File: config.mk
export PLATFORM = sky130hd
export DESIGN_NAME = rpis_top
export DESIGN_NICKNAME = d
export VERILOG_FILES = /design/src/rpis_pkg.sv /design/src/rpis_evt_if.sv /design/src/rpis_flags.sv /design/src/rpis_gpio_sync.sv /design/src/rpis_top.sv
export SDC_FILE = /design/constraint.sdc
export NUM_CORES = 1
export LEC_CHECK = 0
export CORE_MARGIN = 3
export CORE_UTILIZATION = 55
export DETAILED_ROUTE_END_ITERATION = 12
export DONT_BUFFER_PORTS = 1
export PLACE_DENSITY = 0.74
export SLEW_MARGIN = 15
export SYNTH_ARGS = -nofsm -noshare
export SYNTH_HDL_FRONTEND = slang
export SYNTH_HIERARCHICAL = 1
export SYNTH_SLANG_ARGS = --single-unit
File: constraint.sdc
create_clock -name core_clk_i -period 3.8 [get_ports core_clk_i]
set_clock_uncertainty 0.1 [all_clocks]
set_input_delay 0.19 -clock core_clk_i [delete_from_list [all_inputs] [get_ports core_clk_i]]
set_output_delay 0.19 -clock core_clk_i [all_outputs]
set_load 0.005 [all_outputs]
File: src/rpis_pkg.sv
// Package with register map, field positions and sizes for the port interrupt status block.
package rpis_pkg;
  localparam int RPIS_PORTS = 2;
  localparam int RPIS_GPIOS = 4;
  localparam logic [7:0] PORT_SELECT_ADDR = 8'h4C;
  localparam logic [7:0] CSI_RX_STATUS_ADDR = 8'h7A;
  localparam logic [7:0] PORT_INT_CTRL_HIGH_ADDR = 8'hD8;
  localparam logic [7:0] PORT_INT_CTRL_LOW_ADDR = 8'hD9;
  localparam logic [7:0] PORT_INT_STATUS_HIGH_ADDR = 8'hDA;
  localparam logic [7:0] PORT_INT_STATUS_LOW_ADDR = 8'hDB;
  localparam logic [7:0] FORWARD_GPIO_STATUS_ADDR = 8'hDC;
  localparam logic [7:0] FORWARD_GPIO_CTRL_ADDR = 8'hDD;
  localparam logic [7:0] SENSOR_RISE_STATUS_ADDR = 8'hDE;
  localparam logic [7:0] SENSOR_FALL_STATUS_ADDR = 8'hDF;
  localparam logic [7:0] RECEIVE_PORT_STATUS_ONE_ADDR = 8'h4D;
  localparam logic [7:0] RECEIVE_PORT_STATUS_TWO_ADDR = 8'h4E;
  localparam logic [7:0] RESET_BYTE = 8'h00;
  localparam int HI_GPIO_BIT = 4;
  localparam int HI_SENSOR_BIT = 3;
  localparam int HI_ENCODE_BIT = 2;
  localparam int HI_SEQUENCE_BIT = 1;
  localparam int HI_CRC_BIT = 0;
  localparam int LO_LINE_LEN_BIT = 6;
  localparam int LO_LINE_CNT_BIT = 5;
  localparam int LO_BUFFER_BIT = 4;
  localparam int LO_CSI_BIT = 3;
  localparam int LO_PARITY_BIT = 2;
  localparam int LO_VALID_BIT = 1;
  localparam int LO_LOCK_BIT = 0;
  localparam logic [7:0] HI_MASK = 8'h1F;
  localparam logic [7:0] LO_MASK = 8'h7F;
endpackage

File: src/rpis_evt_if.sv
// Interface that carries one port's event pulses and read-clear strobes.
`timescale 1ns/1ps
interface rpis_evt_if;
  logic [7:0] hi_set;
  logic [7:0] lo_set;
  logic [7:0] hi_clr;
  logic [7:0] lo_clr;
  logic [7:0] hi_flags;
  logic [7:0] lo_flags;
  modport ctrl (output hi_set, output lo_set, output hi_clr, output lo_clr,
    input hi_flags, input lo_flags);
  modport flags (input hi_set, input lo_set, input hi_clr, input lo_clr,
    output hi_flags, output lo_flags);
endinterface

File: src/rpis_flags.sv
// Sticky status flags of one receive port, set wins over read clear.
`timescale 1ns/1ps
module rpis_flags
  import rpis_pkg::*;
(
  input wire logic core_clk_i,
  input wire logic reset_n_i,
  rpis_evt_if.flags evt
);
  logic [7:0] hi_reg;
  logic [7:0] lo_reg;

  always_ff @(posedge core_clk_i or negedge reset_n_i)
  begin
    if (!reset_n_i)
    begin
      hi_reg <= RESET_BYTE;
      lo_reg <= RESET_BYTE;
    end
    else
    begin
      hi_reg <= ((hi_reg & ~evt.hi_clr) | evt.hi_set) & HI_MASK;
      lo_reg <= ((lo_reg & ~evt.lo_clr) | evt.lo_set) & LO_MASK;
    end
  end

  assign evt.hi_flags = hi_reg;
  assign evt.lo_flags = lo_reg;
endmodule

File: src/rpis_gpio_sync.sv
// Three-stage synchroniser for forward GPIO levels with agreement filter.
`timescale 1ns/1ps
module rpis_gpio_sync
  import rpis_pkg::*;
#(
  parameter int WIDTH = RPIS_GPIOS
)
(
  input wire logic core_clk_i,
  input wire logic reset_n_i,
  input wire logic [WIDTH-1:0] async_i,
  output logic [WIDTH-1:0] level_o
);
  logic [WIDTH-1:0] s1_reg;
  logic [WIDTH-1:0] s2_reg;
  logic [WIDTH-1:0] s3_reg;
  logic [WIDTH-1:0] level_reg;

  always_ff @(posedge core_clk_i or negedge reset_n_i)
  begin
    if (!reset_n_i)
    begin
      s1_reg <= '0;
      s2_reg <= '0;
      s3_reg <= '0;
      level_reg <= '0;
    end
    else
    begin
      s1_reg <= async_i;
      s2_reg <= s1_reg;
      s3_reg <= s2_reg;
      // A change counts only once the last two stages agree.
      for (int i = 0; i < WIDTH; i++)
      begin
        if (s2_reg[i] == s3_reg[i])
        begin
          level_reg[i] <= s3_reg[i];
        end
      end
    end
  end

  assign level_o = level_reg;
endmodule

File: src/rpis_top.sv
// Per-port interrupt status registers behind the byte register port.
`timescale 1ns/1ps
module rpis_top
  import rpis_pkg::*;
#(
  parameter int PORTS = RPIS_PORTS,
  parameter int GPIOS = RPIS_GPIOS
)
(
  input wire logic core_clk_i,
  input wire logic reset_n_i,
  input wire logic reg_wr_i,
  input wire logic reg_rd_i,
  input wire logic [7:0] reg_addr_i,
  input wire logic [7:0] reg_wdata_i,
  output logic [7:0] reg_rdata_o,
  input wire logic [PORTS-1:0] encode_error_i,
  input wire logic [PORTS-1:0] sequence_error_i,
  input wire logic [PORTS-1:0] crc_error_i,
  input wire logic [PORTS-1:0] sensor_change_i,
  input wire logic [PORTS-1:0] line_length_change_i,
  input wire logic [PORTS-1:0] line_count_change_i,
  input wire logic [PORTS-1:0] buffer_overflow_i,
  input wire logic [PORTS-1:0] csi_error_i,
  input wire logic [PORTS-1:0] parity_error_i,
  input wire logic [PORTS-1:0] port_valid_i,
  input wire logic [PORTS-1:0] lock_i,
  input wire logic [PORTS*GPIOS-1:0] fwd_gpio_i,
  output logic [PORTS-1:0] port_select_o,
  output logic irq_o
);
  logic [7:0] port_select_reg;
  logic [PORTS-1:0] port_valid_d_reg;
  logic [PORTS-1:0] lock_d_reg;
  logic [PORTS-1:0] sensor_rise_read_reg;
  logic [PORTS-1:0] sensor_fall_read_reg;
  logic [7:0] ctrl_hi_reg [PORTS];
  logic [7:0] ctrl_lo_reg [PORTS];
  logic [7:0] gpio_ctrl_reg [PORTS];
  logic [GPIOS-1:0] gpio_event_reg [PORTS];
  logic [GPIOS-1:0] gpio_prev_reg [PORTS];
  logic [GPIOS-1:0] gpio_level [PORTS];
  logic [7:0] hi_flags [PORTS];
  logic [7:0] lo_flags [PORTS];
  logic [7:0] reg_rdata_reg;
  logic irq_reg;
  logic [PORTS-1:0] sel;
  logic [PORTS-1:0] rd_sel;
  logic [PORTS-1:0] pend;
  // Only the three error enables exist in the high control byte; the GPIO
  // flag above them is gated by its edge enables, and the sensor flag never raises the request.
  localparam logic [7:0] CTRL_HI_WRITABLE = (8'h01 << HI_ENCODE_BIT)
    | (8'h01 << HI_SEQUENCE_BIT)
    | (8'h01 << HI_CRC_BIT);

  // Bit n of the select byte opens port n to reads and writes.
  // Read clears reach only the lowest selected port, whose byte is the one
  // returned, so a read with two ports open keeps the other port's events.
  always_comb
  begin
    rd_sel = '0;
    for (int p = 0; p < PORTS; p++)
    begin
      sel[p] = port_select_reg[p];
    end
    for (int p = PORTS - 1; p >= 0; p--)
    begin
      if (port_select_reg[p])
      begin
        rd_sel = '0;
        rd_sel[p] = reg_rd_i;
      end
    end
  end

  always_ff @(posedge core_clk_i or negedge reset_n_i)
  begin
    if (!reset_n_i)
    begin
      port_select_reg <= RESET_BYTE;
    end
    else if (reg_wr_i && reg_addr_i == PORT_SELECT_ADDR)
    begin
      port_select_reg <= reg_wdata_i;
    end
  end

  always_ff @(posedge core_clk_i or negedge reset_n_i)
  begin
    if (!reset_n_i)
    begin
      for (int p = 0; p < PORTS; p++)
      begin
        ctrl_hi_reg[p] <= RESET_BYTE;
        ctrl_lo_reg[p] <= RESET_BYTE;
        gpio_ctrl_reg[p] <= RESET_BYTE;
      end
    end
    else if (reg_wr_i)
    begin
      // A write reaches every selected port, so one access with both ports selected sets both.
      for (int p = 0; p < PORTS; p++)
      begin
        if (sel[p] && reg_addr_i == PORT_INT_CTRL_HIGH_ADDR)
        begin
          ctrl_hi_reg[p] <= reg_wdata_i & CTRL_HI_WRITABLE;
        end
        if (sel[p] && reg_addr_i == PORT_INT_CTRL_LOW_ADDR)
        begin
          ctrl_lo_reg[p] <= reg_wdata_i;
        end
        if (sel[p] && reg_addr_i == FORWARD_GPIO_CTRL_ADDR)
        begin
          gpio_ctrl_reg[p] <= reg_wdata_i;
        end
      end
    end
  end

  // A port already valid or locked when reset ends reports one change,
  // which matches a link that comes up after reset.
  always_ff @(posedge core_clk_i or negedge reset_n_i)
  begin
    if (!reset_n_i)
    begin
      port_valid_d_reg <= '0;
      lock_d_reg <= '0;
    end
    else
    begin
      port_valid_d_reg <= port_valid_i;
      lock_d_reg <= lock_i;
    end
  end

  // Sensor flag clears only after both edge status bytes were read.
  always_ff @(posedge core_clk_i or negedge reset_n_i)
  begin
    if (!reset_n_i)
    begin
      sensor_rise_read_reg <= '0;
      sensor_fall_read_reg <= '0;
    end
    else
    begin
      for (int p = 0; p < PORTS; p++)
      begin
        if (sensor_change_i[p] || (sensor_rise_read_reg[p]
            && sensor_fall_read_reg[p]))
        begin
          sensor_rise_read_reg[p] <= 1'b0;
          sensor_fall_read_reg[p] <= 1'b0;
        end
        else
        begin
          if (rd_sel[p] && reg_addr_i == SENSOR_RISE_STATUS_ADDR)
          begin
            sensor_rise_read_reg[p] <= 1'b1;
          end
          if (rd_sel[p] && reg_addr_i == SENSOR_FALL_STATUS_ADDR)
          begin
            sensor_fall_read_reg[p] <= 1'b1;
          end
        end
      end
    end
  end

  genvar g;
  generate
    for (g = 0; g < PORTS; g++)
    begin : port_g
      rpis_evt_if evt ();
      logic [GPIOS-1:0] gpio_edges;
      logic rd1;
      logic rd2;
      logic rdgpio;

      // Forward GPIO levels come from outside this clock, so they are synced.
      rpis_gpio_sync #(
        .WIDTH(GPIOS)
      ) u_sync (
        .core_clk_i(core_clk_i),
        .reset_n_i(reset_n_i),
        .async_i(fwd_gpio_i[g*GPIOS +: GPIOS]),
        .level_o(gpio_level[g])
      );

      rpis_flags u_flags (
        .core_clk_i(core_clk_i),
        .reset_n_i(reset_n_i),
        .evt(evt)
      );

      assign rd1 = rd_sel[g] && reg_addr_i == RECEIVE_PORT_STATUS_ONE_ADDR;
      assign rd2 = rd_sel[g] && reg_addr_i == RECEIVE_PORT_STATUS_TWO_ADDR;
      assign rdgpio = rd_sel[g] && reg_addr_i == FORWARD_GPIO_STATUS_ADDR;

      // Rise enables on even bits, fall enables on odd bits.
      always_comb
      begin
        for (int i = 0; i < GPIOS; i++)
        begin
          gpio_edges[i] = (gpio_ctrl_reg[g][2*i] && gpio_level[g][i]
            && !gpio_prev_reg[g][i]) || (gpio_ctrl_reg[g][2*i+1]
            && !gpio_level[g][i] && gpio_prev_reg[g][i]);
        end
      end

      always_ff @(posedge core_clk_i or negedge reset_n_i)
      begin
        if (!reset_n_i)
        begin
          gpio_prev_reg[g] <= '0;
          gpio_event_reg[g] <= '0;
        end
        else
        begin
          gpio_prev_reg[g] <= gpio_level[g];
          // A new edge in the read cycle survives the clear.
          gpio_event_reg[g] <= (rdgpio ? '0 : gpio_event_reg[g])
            | gpio_edges;
        end
      end

      always_comb
      begin
        evt.hi_set = 8'h00;
        evt.lo_set = 8'h00;
        evt.hi_clr = 8'h00;
        evt.lo_clr = 8'h00;
        evt.hi_set[HI_GPIO_BIT] = |gpio_edges;
        evt.hi_set[HI_SENSOR_BIT] = sensor_change_i[g];
        evt.hi_set[HI_ENCODE_BIT] = encode_error_i[g];
        evt.hi_set[HI_SEQUENCE_BIT] = sequence_error_i[g];
        evt.hi_set[HI_CRC_BIT] = crc_error_i[g];
        evt.lo_set[LO_LINE_LEN_BIT] = line_length_change_i[g];
        evt.lo_set[LO_LINE_CNT_BIT] = line_count_change_i[g];
        evt.lo_set[LO_BUFFER_BIT] = buffer_overflow_i[g];
        evt.lo_set[LO_CSI_BIT] = csi_error_i[g];
        evt.lo_set[LO_PARITY_BIT] = parity_error_i[g];
        evt.lo_set[LO_VALID_BIT] = port_valid_i[g]
          ^ port_valid_d_reg[g];
        evt.lo_set[LO_LOCK_BIT] = lock_i[g] ^ lock_d_reg[g];
        evt.hi_clr[HI_GPIO_BIT] = rdgpio;
        evt.hi_clr[HI_SENSOR_BIT] = sensor_rise_read_reg[g]
          && sensor_fall_read_reg[g];
        evt.hi_clr[HI_ENCODE_BIT] = rd2;
        evt.hi_clr[HI_SEQUENCE_BIT] = rd1;
        evt.hi_clr[HI_CRC_BIT] = rd1;
        evt.lo_clr[LO_LINE_LEN_BIT] = rd2;
        evt.lo_clr[LO_LINE_CNT_BIT] = rd2;
        evt.lo_clr[LO_BUFFER_BIT] = rd2;
        evt.lo_clr[LO_CSI_BIT] = rd_sel[g]
          && reg_addr_i == CSI_RX_STATUS_ADDR;
        evt.lo_clr[LO_PARITY_BIT] = rd1;
        evt.lo_clr[LO_VALID_BIT] = rd1;
        evt.lo_clr[LO_LOCK_BIT] = rd1;
      end

      assign hi_flags[g] = evt.hi_flags;
      assign lo_flags[g] = evt.lo_flags;
      // Flags latch always; only enabled ones raise the request.
      // Latched GPIO events were already gated by their edge enables.
      assign pend[g] = |(evt.hi_flags & ctrl_hi_reg[g])
        || |(evt.lo_flags & ctrl_lo_reg[g])
        || |gpio_event_reg[g];
    end
  endgenerate

  // Read data comes from the lowest selected port, one cycle later.
  // Unmapped addresses and port register reads with no port selected return zero.
  always_ff @(posedge core_clk_i or negedge reset_n_i)
  begin
    if (!reset_n_i)
    begin
      reg_rdata_reg <= RESET_BYTE;
    end
    else if (reg_rd_i)
    begin
      reg_rdata_reg <= RESET_BYTE;
      if (reg_addr_i == PORT_SELECT_ADDR)
      begin
        reg_rdata_reg <= port_select_reg;
      end
      for (int p = PORTS - 1; p >= 0; p--)
      begin
        if (sel[p])
        begin
          unique case (reg_addr_i)
            PORT_INT_CTRL_HIGH_ADDR: reg_rdata_reg <= ctrl_hi_reg[p];
            PORT_INT_CTRL_LOW_ADDR: reg_rdata_reg <= ctrl_lo_reg[p];
            PORT_INT_STATUS_HIGH_ADDR: reg_rdata_reg <= hi_flags[p];
            PORT_INT_STATUS_LOW_ADDR: reg_rdata_reg <= lo_flags[p];
            FORWARD_GPIO_STATUS_ADDR: reg_rdata_reg <=
              {gpio_event_reg[p], gpio_level[p]};
            FORWARD_GPIO_CTRL_ADDR: reg_rdata_reg <= gpio_ctrl_reg[p];
            default: ;
          endcase
        end
      end
    end
  end

  always_ff @(posedge core_clk_i or negedge reset_n_i)
  begin
    if (!reset_n_i)
    begin
      irq_reg <= 1'b0;
    end
    else
    begin
      irq_reg <= |pend;
    end
  end

  assign reg_rdata_o = reg_rdata_reg;
  assign irq_o = irq_reg;
  assign port_select_o = port_select_reg[PORTS-1:0];
endmodule

# Word-level counts from Yosys, hierarchy flattened
# Index checks and enable logic that the tools add are counted.
# totals
wordCells	198
in_bits	50
output_inout_bits	11
register_bits	135
# op_classes
n_eq_ne	20
muxes	17
n_bitwise	22
n_reduce_logical	102
# op_table
operator	n
$pmux 8 s6	2
$eq 8x8->1 const B	8
$logic_and 1x1->1	53
$eq 8x7->1 const B	4
$reduce_or 8->1	4
$mux 8	3
$and 7x8->8	2
$logic_not 1->1	16
$reduce_or 4->1	4
$and 7x7->7	2
$logic_or 1x1->1	14
$not 7->7	2
$or 7x7->7	2
$reduce_and 2->1	6
$and 5x3->5	2
$and 5x5->5	2
$not 5->5	2
$or 5x5->5	2
$eq 1x1->1	8
$mux 1	8
$mux 4	2
$or 4x4->4	2
$reduce_bool 2->1	4
$mux 2	2
2 further kinds	5

# Depth between registers and ports, before layout
# logic_depth
ltp_word	6
ltp_mapped	8
depth_no_buf	7

# Modules after synthesis
# Netlist, hierarchy kept.
# by_module_without_submodules
module	seq_area_each_um2	cells_per_inst	n_inst	area_each_um2
rpis_top	1976.9	393	1	4306.6
rpis_flags	300.3	41	2	469.2
rpis_gpio_sync	400.4	20	2	445.4

# Worst setup path before layout
# OpenSTA, ideal clock, no wires.
# synth_timing
path_kind	input to register
start	input port reg_addr_i[2]
end	register port_g[0].u_flags.hi_reg[0]
t_arrival_ns	1.492
setup_ns	0.118
t_required_ns	3.582
path_stages	8
slack_ns	2.090
path_buffers	3
cell_sequence	buf_2 -> buf_2 -> buf_2 -> and4_1 -> nand3_1 -> nor2_1 -> inv_1 -> a21o_1
# synth_via
elab_chain_len	5
# synth_rtl
item	line	source
from (decl)	rpis_top.sv:14	input wire logic [7:0] reg_addr_i,
$eq 8x7->1	rpis_top.sv:195	assign rd1 = rd_sel[g] && reg_addr_i == RECEIVE_PORT_STATUS_ONE_ADDR;
$logic_and 1x1->1	rpis_top.sv:195	
named net port_g[0].evt.hi_clr[0]	rpis_evt_if.sv:6	logic [7:0] hi_clr;
$not 5->5	rpis_flags.sv:22	hi_reg <= ((hi_reg & ~evt.hi_clr) | evt.hi_set) & HI_MASK;
$and 5x5->5	rpis_flags.sv:22	
$or 5x5->5	rpis_flags.sv:22	
to (signal assigned)	rpis_flags.sv:22	
to (decl)	rpis_flags.sv:10	logic [7:0] hi_reg;
# The timed path passes the listed nets, and every way through them passes these cells.
# A chain may end at the register's enable or synchronous reset.

# Final worst setup path
# layout_timing
start	input port reg_addr_i[1]
end	register sensor_fall_read_reg[1]
# layout_via
elab_chain_len	3
# layout_rtl
item	line	source
$eq 8x8->1	rpis_top.sv:160	if (rd_sel[p] && reg_addr_i == SENSOR_FALL_STATUS_ADDR)
$logic_and 1x1->1	rpis_top.sv:160	
$reduce_bool 2->1 (no line)	-	
to (signal assigned)	rpis_top.sv:142	sensor_fall_read_reg <= '0;
to (signal, indexed assignment)	rpis_top.sv:152	sensor_fall_read_reg[p] <= 1'b0;
to (signal, indexed assignment)	rpis_top.sv:162	sensor_fall_read_reg[p] <= 1'b1;
to (decl)	rpis_top.sv:36	logic [PORTS-1:0] sensor_fall_read_reg;
# No other way between the ends.

==> key figures <==
Worst setup path
  • Sort of element at the start of the critical path: input port
  • Register-to-Register Path Depth: 4
  • Worst reg2reg path endpoint: ctrl_hi_reg[1]$_DFFE_PN0P_
  • Highest-delay cell along the critical path: dlygate4sd3_1
  • CP endpoint kind: register
  • Worst setup path class: input port to register
  • Required time of the worst setup path: about 4100 ps
  • Origin of the worst setup path: reg_addr_i[1]
  • Internal reg-to-reg setup slack: 1490 ps
  • Worst path arrival time: ~3200 ps
  • Cells traversed along the worst timing path: dlygate4sd3_1, nand2_1, dlygate4sd3_1, nor2_1, nand3_1, dlygate4sd3_1, a21oi_1
  • Worst setup endpoint: sensor_fall_read_reg[1]$_DFFE_PN0P_
  • FF-to-FF Start: port_select_reg[1]$_DFFE_PN0P_
  • Critical path fanouts, max: 20
  • Most numerous cell on the critical path: dlygate4sd3_1
  • Slowest Stage Delay on Critical Path: 1130 ps

Clock tree
  • # H-tree levels: 4
  • Clk Tree Root Cell: clkbuf_8
  • Clock insertion delay at the later pin of the skew report: 530 ps
  • Clock tree from TritonCTS: done
  • TritonCTS buffer count: 17
  • Post_cts resized: 0
  • Clock Pin Slew Worst Setup and Hold Paths: 60 ps
  • Clock sink count: 135
  • Maximum clock insertion buffer count: 2

Route
  • Wire length reported by the detailed router: 16,200 um
  • DRC violations left: 0
  • Iteration-0 DRC Markers: 595
  • Via count of the routed design: roughly 4,500
  • DR WL/cell: 22.7 um
  • Post-DRT Antenna Nets: 0
  • TritonRoute pass-1 iters: 5
  • Vias per cell: 6.28

Final layout
  • Net count of the finished layout: roughly 620
  • Fraction of layout cells with a size suffix above 1: 0.173
  • Most common cell after layout, fill and taps aside: dfrtp_1
  • Number of fillers in the final layout: between 700 and 800
  • Layout Cells excl Fill: just over 700
  • Finished Cell Area: 0.00733 mm2
  • Most frequent cells in the layout: dfrtp_1, dlygate4sd3_1, mux2_2, a21o_1, inv_1
  • Syn-to-layout area delta: 19.6%

Global routing
  • Global-route wire length before repair: 25,700 um
  • Total congestion overflow: 0
  • Initial antenna violation count: 1
  • Vias in the first global route: approximately 4,500
  • Global Route Usage Sum: 0.270
  • Largest net degree at the start of global routing: 136

Power
  • VDD IR-drop max: 0.406 mV
  • Overall power: 3.37 mW
  • Leakage power: 3.23 nW
  • Power Dens Cells: ~460 mW/mm2

Timing
  • TNS Setup: 0 ps
  • Highest clock rate: 0.352 GHz
  • Hold slack: 35.5 ps
  • Min Clock Period, post-route: 2840 ps
  • Final Setup Violations: 0
  • Period utilisation layout: 0.748
  • Slew Viols, Final: 0
  • Worst relative slew slack: 0.396
  • Final Hold Fails: 0
  • Unrepaired setup endpoints after global routing: false
  • Transition time at the pin with the least slew margin: approximately 900 ps

Placement
  • Dpl cell area: 0.00615 mm2
  • Placer Congestion: 0.927
  • HPWL after DPL: 10,500 um
  • Count of port buffers added during placement: 0
  • Cells after DPL: 627

Run status
  • Run status: finished, final reports clean

Floorplan
  • Number of rows in the core area: 37
  • Number of I/O pins: 61
  • Die W: 112 um
  • Die area: 0.0125 mm2
  • Starting density of the core: 0.578
  • Die height: 112 um
  • Placeable core region: 0.0106 mm2

Job
  • Number of violations of the max-capacitance limit: 0

Synthesis
  • Summed instance area of the synthesized netlist: 0.00613 mm2
  • Yosys warning count: 6
  • Mean Syn Cell Area: 11.9 um2
  • Count of mapped cells out of synthesis: 514

Min path
  • Min-Delay Path Depth: 5
  • Hold Crit Class: input port to register
## critical path, delay by kind of cell
kind / cells / cell delay, ps
AO/OA/AOI/OAI: 1 / 170
buffers and inverters: 3 / 2370
AND/OR/NAND/NOR: 3 / 440
## area by class of cell
| class | count | area (um2) | area share |
|---|---|---|---|
| Tap cell | 136 | 170 | 0.0232 |
| Antenna cell | 1 | 2.50 | 0.000341 |
| Sequential cell | 135 | 3380 | 0.461 |
| Clock inverter | 10 | 144 | 0.0196 |
| Inverter | 30 | 113 | 0.0154 |
| Timing Repair Buffer | 56 | 578 | 0.0788 |
| Clock buffer | 22 | 463 | 0.0631 |
| Multi-Input combinational cell | 326 | 2480 | 0.339 |
## timing repair
action,4_1_cts,5_1_grt
hold buffers,56,0
endpoints found under the hold margin,235,0
buffers inserted,0,0
## report_power, final
part | internal [mW] | switching, mW
Combinational | 0.0828 | 0.102
Sequential | 1.49 | 0.0403
Clock | 1.05 | 0.607
## worst min path at each step
stage | to | slack, ps | start
3_3_place_gp | sensor_fall_read_reg[1]$_DFFE_PN0P_ | -200 | reset_n_i
4_1_cts | reg_rdata_o[7]$_DFFE_PN0P_ | 3 | reg_addr_i[2]
6_report | reg_rdata_o[7]$_DFFE_PN0P_ | 40 | reg_addr_i[2]
5_1_grt | reg_rdata_o[2]$_DFFE_PN0P_ | 30 | reg_addr_i[0]
3_5_place_dp | port_g[1].u_flags/evt.hi_flags[3]$_DFF_PN0_ | -200 | reset_n_i
2_1_floorplan | ctrl_hi_reg[0]$_DFFE_PN0P_ | -210 | reset_n_i
## through the flow
stage                      util  setup WS, ps
after CTS                 0.691          1040
final                     0.692           957
after global placement    0.580          1910
after detailed placement  0.580          1890
after global routing      0.692           879
after floorplan               -          2090
## metal layers
layer | global-route usage | up-vias | wire (um)
met2 | 0.413 | 270 | 7500
met3 | 0.0864 | 59 | 1710
met1 | 0.350 | 2229 | 6400
met4 | 0.132 | 0 | 626
met5 | 0 | - | 0
li1 | - | 1938 | -
Note: power is estimated with default switching activity, not from simulation.
